`src/core/ulps_map.vh`:
```
// ulps_map.vh: constants for the transceiver-side synchronous link interface
// assumes: included by the design files of the ulps block only
`ifndef ULPS_MAP_VH
`define ULPS_MAP_VH

// =====================================================
// clock and timing
`define ULPS_CLK_MHZ        100
`define ULPS_IFCLK_MHZ      60
// interface clock enable: accumulator step and modulus (60/100 of edges)
`define ULPS_IFCLK_STEP     8'h3c
`define ULPS_IFCLK_MOD      8'h64
// cycles the reference clock must toggle before the interface is declared stable
`define ULPS_CLK_STABLE     8'h20

// =====================================================
// transmit command byte fields
`define ULPS_CMD_TYPE_HI    7
`define ULPS_CMD_TYPE_LO    6
`define ULPS_CMD_TRANSMIT   2'h1
`define ULPS_CMD_REG_WRITE  2'h2
`define ULPS_CMD_REG_READ   2'h3

// =====================================================
// receive command byte fields
`define ULPS_RXCMD_VBUS_HI  3
`define ULPS_RXCMD_VBUS_LO  2
`define ULPS_VBUS_GOOD      2'h3
`define ULPS_VBUS_FAULT     2'h0

`endif

```
`src/core/ulps_phy_link.v`:
```
// ulps_phy_link.v: transceiver-side synchronous link interface logic
// assumes: core clock 100 MHz; link bus turned around by the testbench from the enables
// Operation
// [RQ1] with external indicator enabled, take fault level from the fault pin
// [RQ2] report fault changes to the link as receive-command status bytes
// [RQ3] link sets indicator use, complement and passthrough bits to use fault pin
// [RQ4] link enters low power before stopping the reference clock
// [RQ5] reference clock runs again before low power is left
// [RQ6] low on active-low reset pin resets all logic, clock or not
// [RQ7] link sets ignore-reset before using the shared pin as switch output
// [RQ8] drive-external-vbus set in host mode pulls power switch output low
// [RQ9] link clears drive-external-vbus when vbus state is not 11b
// [RQ10] direction is low by default, bus listened to as input
// [RQ11] direction rises to deliver usb data, status bytes, register read data
// [RQ12] direction high during power-up, reset and low-power suspend
// [RQ13] link asserts stop at end of transmit packet and register write
// [RQ14] stop while direction high drops direction in the next cycle
// [RQ15] next-data low by default; asserted to request next byte while receiving
// [RQ16] next-data high while sending marks a valid usb data byte
// [RQ17] next-data low with register read data or status bytes
// [RQ18] drive interface clock whenever a reference clock is present
// [RQ19] synchronous mode entered once the interface clock is stable
// [RQ20] link selects only one of four interface modes at a time
// [RQ21] link idles bus at zero; transfers start with a nonzero command
// [RQ22] one turnaround cycle on each direction change, bus ignored then
// [RQ23] direction high, next-data low carries a status byte except register read
// [RQ24] link drives stop high one cycle after last byte
// [RQ25] link issues reset command after clock starts
// [RQ26] device drives bus only while direction is high
`timescale 1ns/100ps
`include "ulps_map.vh"
module ulps_phy_link (
    input  wire       clock,                  // core clock, 100 MHz
    input  wire       reset,                  // synchronous reset, active high
    input  wire       reset_pin_low,          // external asynchronous reset pin, active low
    input  wire       ref_clock_present,      // reference clock toggling (pin)
    output reg        ifclk_enable,           // one-cycle pulse per interface clock edge
    output reg        sync_mode,              // synchronous mode active
    input  wire       low_power,              // low-power suspend requested
    input  wire [7:0] data_in,                // link bus level
    output reg  [7:0] data_out,               // device bus drive value
    output wire [7:0] data_oe,                // device drives bus when high
    output reg        dir,                    // direction output
    output reg        nxt,                    // next-data output
    input  wire       stp,                    // stop input (pin)
    input  wire       fault_pin,              // external vbus fault indicator
    input  wire       external_indicator_use, // use fault pin
    input  wire       indicator_complement,   // fault pin active low when set
    input  wire       indicator_passthrough,  // passthrough bit, not used by the logic
    input  wire       host_mode,              // link is in host role
    input  wire       external_vbus_drive,    // enable external vbus source
    input  wire       ignore_reset,           // shared pin used as switch output
    output wire       power_switch_out_low,   // open-drain output, value (always 0)
    output wire       power_switch_oe,        // open-drain enable: high pulls pin low
    input  wire [7:0] rx_usb_data,            // received usb byte from the deserialiser
    input  wire       rx_usb_valid,           // received usb byte offered
    output wire       rx_usb_ready,           // buffer takes the usb byte
    input  wire [7:0] reg_read_data,          // register read value from register file
    output reg        tx_data_valid,          // pulse: byte from link taken
    output reg  [7:0] tx_data,                // byte from link
    output reg        tx_end                  // pulse: stop seen at end of transfer
);
    // =====================================================
    // states, one-hot
    localparam [5:0] S_BLOCK = 6'h01; // direction held high, link blocked
    localparam [5:0] S_IDLE  = 6'h02; // listening for commands
    localparam [5:0] S_RXTA  = 6'h04; // turnaround into device drive
    localparam [5:0] S_SEND  = 6'h08; // device driving bus
    localparam [5:0] S_TXRD  = 6'h10; // link transmitting to device
    localparam [5:0] S_BACK  = 6'h20; // turnaround back to link drive

    reg  [5:0] state;
    reg  [5:0] next_state;
    reg  [7:0] stable_cnt;
    reg  [7:0] acc;
    reg  [1:0] cmd_kind;
    reg        read_pend;
    reg  [1:0] vbus_last;
    reg        ext_rst_q;
    wire       stp_s;
    wire       fault_s;
    wire       ref_s;
    wire       rst_pin_s;
    wire [8:0] buf_data;
    wire       buf_valid;
    reg        buf_pop;

    // pins cross two flops before logic sees them
    // stop is launched by the link on our own interface edges, like data_in, so it is read directly:
    // two flops here would push it past the edge that must end the transfer or the abort
    assign stp_s = stp;
    ulps_sync2 u_fault (.clock(clock), .reset(reset), .reset_val(1'b0), .level_in(fault_pin), .level_out(fault_s));
    ulps_sync2 u_ref   (.clock(clock), .reset(reset), .reset_val(1'b0), .level_in(ref_clock_present),
                        .level_out(ref_s));
    ulps_sync2 u_rstp  (.clock(clock), .reset(reset), .reset_val(1'b0), .level_in(~reset_pin_low),
                        .level_out(rst_pin_s));

    // usb receive bytes are buffered so a link stop or a status byte loses none
    ulps_buf2 u_rxbuf (
        .clock     (clock),
        .reset     (reset | ext_rst_q),
        .in_data   ({1'b1, rx_usb_data}),
        .in_valid  (rx_usb_valid),
        .in_ready  (rx_usb_ready),
        .out_data  (buf_data),
        .out_valid (buf_valid),
        .out_ready (buf_pop)
    );

    // =====================================================
    // function: vbus state as seen through the indicator options
    function [1:0] vbus_state;
        input use_ext;
        input compl;
        input fault_lvl;
        begin
            if (use_ext && (fault_lvl ^ compl))
                vbus_state = `ULPS_VBUS_FAULT;
            else
                vbus_state = `ULPS_VBUS_GOOD;
        end
    endfunction

    wire [1:0] vbus_now = vbus_state(external_indicator_use, indicator_complement, fault_s); // RQ1
    wire       vbus_chg = (vbus_now != vbus_last);

    // external reset pin acts unless the pin is repurposed as the switch output
    always @(posedge clock) begin
        if (reset)
            ext_rst_q <= 1'b0;
        else
            ext_rst_q <= rst_pin_s && !ignore_reset; // RQ6
    end
    wire any_reset = reset | ext_rst_q;

    // open-drain switch: only ever pulls low, released otherwise
    assign power_switch_out_low = 1'b0;
    assign power_switch_oe      = host_mode && external_vbus_drive && ignore_reset; // RQ8

    // =====================================================
    // interface clock enable: fractional divider, 60 of every 100 edges
    always @(posedge clock) begin
        if (any_reset || !ref_s) begin
            acc          <= 8'h00;
            ifclk_enable <= 1'b0;
        end else if (acc + `ULPS_IFCLK_STEP >= `ULPS_IFCLK_MOD) begin
            acc          <= acc + `ULPS_IFCLK_STEP - `ULPS_IFCLK_MOD;
            ifclk_enable <= 1'b1; // RQ18
        end else begin
            acc          <= acc + `ULPS_IFCLK_STEP;
            ifclk_enable <= 1'b0;
        end
    end

    // stability count: sync mode only once the clock has run a while
    always @(posedge clock) begin
        if (any_reset || !ref_s) begin
            stable_cnt <= 8'h00;
            sync_mode  <= 1'b0;
        end else if (stable_cnt != `ULPS_CLK_STABLE) begin
            stable_cnt <= stable_cnt + 8'h01;
        end else begin
            sync_mode  <= 1'b1; // RQ19
        end
    end

    // =====================================================
    // next-state logic; everything advances on interface clock edges
    always @* begin
        next_state = state;
        case (state)
            S_BLOCK: if (sync_mode && !low_power) next_state = S_BACK;
            S_IDLE: begin
                if (low_power)
                    next_state = S_BLOCK; // RQ12
                else if (data_in != 8'h00)
                    next_state = S_TXRD;
                else if (buf_valid || vbus_chg || read_pend)
                    next_state = S_RXTA; // RQ11
            end
            S_RXTA: next_state = stp_s ? S_BACK : S_SEND;
            S_SEND: begin
                if (stp_s)
                    next_state = S_BACK; // RQ14
                else if (!buf_valid && !vbus_chg && !read_pend)
                    next_state = S_BACK;
            end
            S_TXRD: begin
                // a register read ends with no stop: turn around once the command is taken
                if (cmd_kind == `ULPS_CMD_REG_READ)
                    next_state = S_RXTA; // RQ11
                else if (stp_s)
                    next_state = S_IDLE;
            end
            S_BACK: next_state = S_IDLE; // RQ22
            default: next_state = S_BLOCK;
        endcase
    end

    // =====================================================
    // state register and bus drive
    always @(posedge clock) begin
        if (any_reset || !sync_mode) begin
            state         <= S_BLOCK;
            dir           <= 1'b1; // RQ12
            nxt           <= 1'b0;
            data_out      <= 8'h00;
            cmd_kind      <= 2'h0;
            read_pend     <= 1'b0;
            vbus_last     <= `ULPS_VBUS_GOOD;
            tx_data_valid <= 1'b0;
            tx_data       <= 8'h00;
            tx_end        <= 1'b0;
        end else begin
            tx_data_valid <= 1'b0;
            tx_end        <= 1'b0;
            if (ifclk_enable) begin
                state <= next_state;
                // direction follows state: high only in block, turnaround into device drive and send
                dir   <= (next_state == S_RXTA) || (next_state == S_SEND) || (next_state == S_BLOCK); // RQ10
                nxt   <= 1'b0; // RQ15
                case (next_state)
                    S_TXRD: begin
                        if (state == S_IDLE)
                            cmd_kind <= data_in[`ULPS_CMD_TYPE_HI:`ULPS_CMD_TYPE_LO];
                        if (state == S_TXRD) begin
                            tx_data_valid <= 1'b1;
                            tx_data       <= data_in;
                        end
                        nxt <= 1'b1; // RQ15
                    end
                    S_SEND: begin
                        if (read_pend) begin
                            data_out  <= reg_read_data; // RQ17
                            read_pend <= 1'b0;
                        end else if (buf_valid) begin
                            data_out <= buf_data[7:0];
                            nxt      <= 1'b1; // RQ16
                        end else begin
                            data_out  <= {4'h0, vbus_now, 2'h0}; // RQ23
                            vbus_last <= vbus_now; // RQ2
                        end
                    end
                    default: data_out <= 8'h00;
                endcase
                if (state == S_TXRD && next_state != S_TXRD) begin
                    tx_end    <= (cmd_kind != `ULPS_CMD_REG_READ);
                    read_pend <= (cmd_kind == `ULPS_CMD_REG_READ);
                end
            end
        end
    end

    // pop a usb byte at the edge it is loaded onto the bus
    always @* begin
        buf_pop = ifclk_enable && sync_mode && !any_reset && (next_state == S_SEND) && !read_pend && buf_valid;
    end

    // drive only in the send state: turnaround cycles leave the bus undriven
    assign data_oe = (state == S_SEND) ? 8'hff : 8'h00; // RQ26
endmodule // ulps_phy_link

```
`src/core/ulps_sync2.v`:
```
// ulps_sync2.v: two-stage synchroniser for a single level
// assumes: input may come from any clock domain or pin
`timescale 1ns/100ps
module ulps_sync2 (
    input  wire clock,     // core clock
    input  wire reset,     // synchronous reset, active high
    input  wire reset_val, // value taken during reset
    input  wire level_in,  // asynchronous level
    output reg  level_out  // synchronised level
);
    reg stage1;

    // =====================================================
    // first stage is read only by the second stage
    always @(posedge clock) begin
        if (reset) begin
            stage1    <= reset_val;
            level_out <= reset_val;
        end else begin
            stage1    <= level_in;
            level_out <= stage1;
        end
    end
endmodule // ulps_sync2

```
`src/core/ulps_buf2.v`:
```
// ulps_buf2.v: two-entry buffer with valid and ready on both sides
// assumes: both sides on the core clock
`timescale 1ns/100ps
module ulps_buf2 (
    input  wire       clock,     // core clock
    input  wire       reset,     // synchronous reset, active high
    input  wire [8:0] in_data,   // {is_usb_data, byte}
    input  wire       in_valid,  // filler offers a word
    output wire       in_ready,  // buffer can take a word
    output wire [8:0] out_data,  // oldest word
    output wire       out_valid, // a word is held
    input  wire       out_ready  // drain takes the word
);
    reg [8:0] slot [0:1];
    reg       rd_ptr;
    reg       wr_ptr;
    reg [1:0] count;
    wire      push = in_valid && in_ready;
    wire      pop  = out_valid && out_ready;

    assign in_ready  = (count != 2'h2);
    assign out_valid = (count != 2'h0);
    assign out_data  = slot[rd_ptr];

    // =====================================================
    // pointers and occupancy; a full buffer holds off the filler
    always @(posedge clock) begin
        if (reset) begin
            rd_ptr <= 1'b0;
            wr_ptr <= 1'b0;
            count  <= 2'h0;
        end else begin
            if (push) begin
                slot[wr_ptr] <= in_data;
                wr_ptr       <= ~wr_ptr;
            end
            if (pop)
                rd_ptr <= ~rd_ptr;
            if (push && !pop)
                count <= count + 2'h1;
            else if (pop && !push)
                count <= count - 2'h1;
        end
    end
endmodule // ulps_buf2

```
`config.mk`:
```
export PLATFORM = sky130hd
export DESIGN_NAME = ulps_phy_link
export DESIGN_NICKNAME = d
export VERILOG_FILES = /design/src/core/ulps_phy_link.v /design/src/core/ulps_sync2.v /design/src/core/ulps_buf2.v
export VERILOG_INCLUDE_DIRS = /design/src /design/src/core
export SDC_FILE = /design/constraint.sdc
export NUM_CORES = 1
export LEC_CHECK = 0
export ABC_AREA = 1
export BUFFER_PORTS_ARGS = -buffer_cell sky130_fd_sc_hd__clkbuf_2
export CORE_AREA = 2 2 83 85
export DETAILED_ROUTE_END_ITERATION = 10
export DIE_AREA = 0 0 85 87
export GPL_TIMING_DRIVEN = 0
export PLACE_DENSITY = 0.75
export SYNTH_ARGS = -nofsm -noshare
export SYNTH_HDL_FRONTEND = slang
export SYNTH_SLANG_ARGS = --single-unit
export TNS_END_PERCENT = 100
```
`constraint.sdc`:
```
create_clock -name clock -period 2.3 [get_ports clock]
set_input_delay 0.23 -clock clock [delete_from_list [all_inputs] [get_ports clock]]
set_output_delay 0.23 -clock clock [all_outputs]
set_load 0.02 [all_outputs]
```
==> run metrics <==
core area 6570 um^2; Adder-Cell Fraction of Synth Area 2.87%; Synth Warn # 0; Synth Flop Type dfxtp_1; status completed; Sink Count 74; setup TNS 0 ns; WL final 6930 um; Peak VDD IR 0.334 mV; crit end category flip-flop; I/O pins 71; mux cell area share after synthesis 1.72%; pins over their slew limit 0; Power Dens Cells 635 nW/um^2; die height 87 um; CTS H-Tree Depth 3; fmax 462 MHz; part of the cycle the worst path needs 94.0%; vias in the first global route 2682; latest clock arrival within the worst-skew pair 0.36 ns; Setup CP Type flip-flop to flip-flop; Met2 Wirelength 3350 um; worst hold path class input pin to flip-flop; CTS tree done; Layout area overhead 19.1%; effective utilization at floorplan 53.1%; Clock Path Buffers 2; XOR/XNOR share of the synthesized area 2.72%; drt wl/cell 11.7 um; Avg Synthesized Cell Area 8.18 um^2; Port Buf Inserts 67; metal3 WL 333 um; Layout Nets 552; CP max FO 8; GRT Util Overall 19.4%; DR top layer met4; die area 7400 um^2; Yosys cell types 43; CP required 2.54 ns; antenna viol nets, final 0; Mapped Area 3490 um^2; ys async rst share 0%; First DRT Iteration DRCs 113; largest family of logic cells by synthesized area simple AND/OR/NAND/NOR gates; non-filler cells, final 591; Via density 4.99; largest net degree at the start of global routing 14; GR Overflow Total 0; gpl congestion 0.844; R2R depth 11; Pre-Repair DR Iteration Count 6; maxcap violations 0; Worst Setup Start Kind flip-flop; Max-slew headroom 24.5%; FP Rows 30; hold path depth 2; initial antenna violation count 0; first-pass GRT wire length 11300 um; Placed Cells incl. Taps 574; number of vias in the routed layout 2948; # setup viols final 0; die width 85 um; met1 WL 3050 um; cell leakage power 1.81 nW; actual slew at the worst max-slew pin 1.12 ns; EDFF count, synth 16; sequential area share after synthesis 47.0%; hold_ws 0.0459 ns; cts bufs inserted 9; data arrival time of the worst path 2.40 ns; HPWL after DPL 5170 um; Final Hold Viols 0; Seq cells post-synth 74; post-route minimum period 2.16 ns; Post-Syn Instances 427; CTS clk-pin slew, worst paths 0.08 ns; Post-Synth Simple-Gate Area 25.1%; Synth Area in Compound Gates 10.6%; drt drc 0; fraction of layout instances using a drive strength above 1 25.0%; Synth Net Count 473; Layout Skew 0.00842 ns; CTS root buffer clkbuf_8; # diodes 0
==> cells in the mapped netlist (all sizes together) (2+ instances only) <==
cell type	count	area share [%]
o22ai	2	0.36
a22oi	5	1.1
buf	14	2.8
nand4	10	2.2
nor3	10	1.9
mux2i	6	1.7
clkbuf	3	0.32
dfxtp	58	33
nor2	68	8.7
xor2	7	2.0
xnor2	3	0.75
o211ai	2	0.43
edfxtp	16	14
ha	8	2.9
o221ai	2	0.50
o21ai	33	4.7
nand3	22	3.6
inv	60	6.5
a21oi	20	2.9
nand2	69	8.0
==> what timing repair did <==
item                                   in CTS  in global routing
hold buffers                                1                  0
buffers inserted                            0                  0
resized for setup                           0                  1
endpoints found under the hold margin       1                  0
setup endpoints to repair                   0                  1
==> per-stage QoR <==
step | utilization [%] | instance area [um^2] | power [mW] | setup WS, ns
after floorplan | - | 3490 | 1.52 | 0.399
after global placement | 59.8 | 3930 | 1.58 | 0.199
after detailed placement | 59.8 | 3930 | 1.58 | 0.178
after CTS | 63.1 | 4150 | 2.66 | 0.147
after global routing | 63.3 | 4160 | 2.75 | -0.0123
final | 63.3 | 4160 | 2.64 | 0.138
==> final cells by class <==
cell class | count | area, um^2
Inverter | 61 | 236
Fill cell | 558 | 2410
Clock buffer | 10 | 128
Buffer | 17 | 108
Sequential cell | 74 | 1640
Tap cell | 80 | 100
Timing Repair Buffer | 68 | 345
Clock inverter | 6 | 82.6
Multi-Input combinational cell | 275 | 1520
==> cell usage in the layout (no fill, tap or decap), types with 3 or more instances in the layout <==
master    count
clkbuf_1      4
buf_4         8
clkinv_2      3
edfxtp_1     16
nor2_2        5
clkbuf_8      9
nand3_2       3
inv_2         6
ha_1          7
nand2_1      65
buf_2         5
mux2i_1       6
nand4_1       8
nor2_4        5
a21oi_1      20
nor3_1        8
xnor2_1       3
clkbuf_2     67
nor2_1       58
inv_1        53
o21ai_0      26
a22oi_1       5
xor2_1        6
o21ai_1       7
nand3_1      19
dfxtp_1      58
==> metal layers <==
layer,vias to the layer above,global-route usage (%)
li1,1547,-
met1,1309,22.7
met2,73,32.5
met3,19,4.74
met4,0,11.3
met5,-,0
==> cells by family (layout without fill, tap and decap cells) <==
group / Yosys count / in the layout
multiplexers: 6 / 6
other: 1 / 1
flip-flops: 74 / 74
XOR/XNOR: 10 / 10
AO/OA/AOI/OAI: 67 / 67
AND/OR/NAND/NOR: 183 / 183
adder cells (fa/ha/maj): 8 / 8
buffers and inverters: 78 / 162
==> registers in the layout, summed over array words and instances, names as in the netlist, 2 cells and up, named ones only <==
register	cells
acc	6
tx_data	8
state	6
cmd_kind	2
data_out	8
u_rxbuf.slot	16
stable_cnt	8
u_rxbuf.count	2
==> worst paths after layout <==
| check | startpoint | to | slack, ns |
|---|---|---|---|
| setup / recovery | state[4] | u_rxbuf.count[1] | 0.14 |
| hold / removal | ignore_reset | ext_rst_q | 0.05 |
| setup reg to reg | state[4] | u_rxbuf.count[1] | 0.14 |
| hold reg to reg | u_fault.stage1 | u_fault.level_out | 0.41 |
==> critical path, stage by stage (launching register included) <==
cell and delay, ns:
dfxtp_1 0.39, nor2_4 0.19, nand4_1 0.18, nor2_1 0.13
nand2_1 0.09, nand2_4 0.13, nand3_2 0.15, ha_4 0.28
a21oi_1 0.13, o21ai_0 0.14, o21ai_0 0.17, a21oi_1 0.05
==> where the power goes <==
group / internal, mW / total, mW / leakage, nW / switching (mW)
logic: 0.0735 / 0.196 / 1.09 / 0.123
registers: 1.35 / 1.37 / 0.616 / 0.0117
clock network: 0.605 / 1.08 / 0.106 / 0.473
total: 2.03 / 2.64 / 1.81 / 0.607
Note: power is estimated with default switching activity, not from simulation.
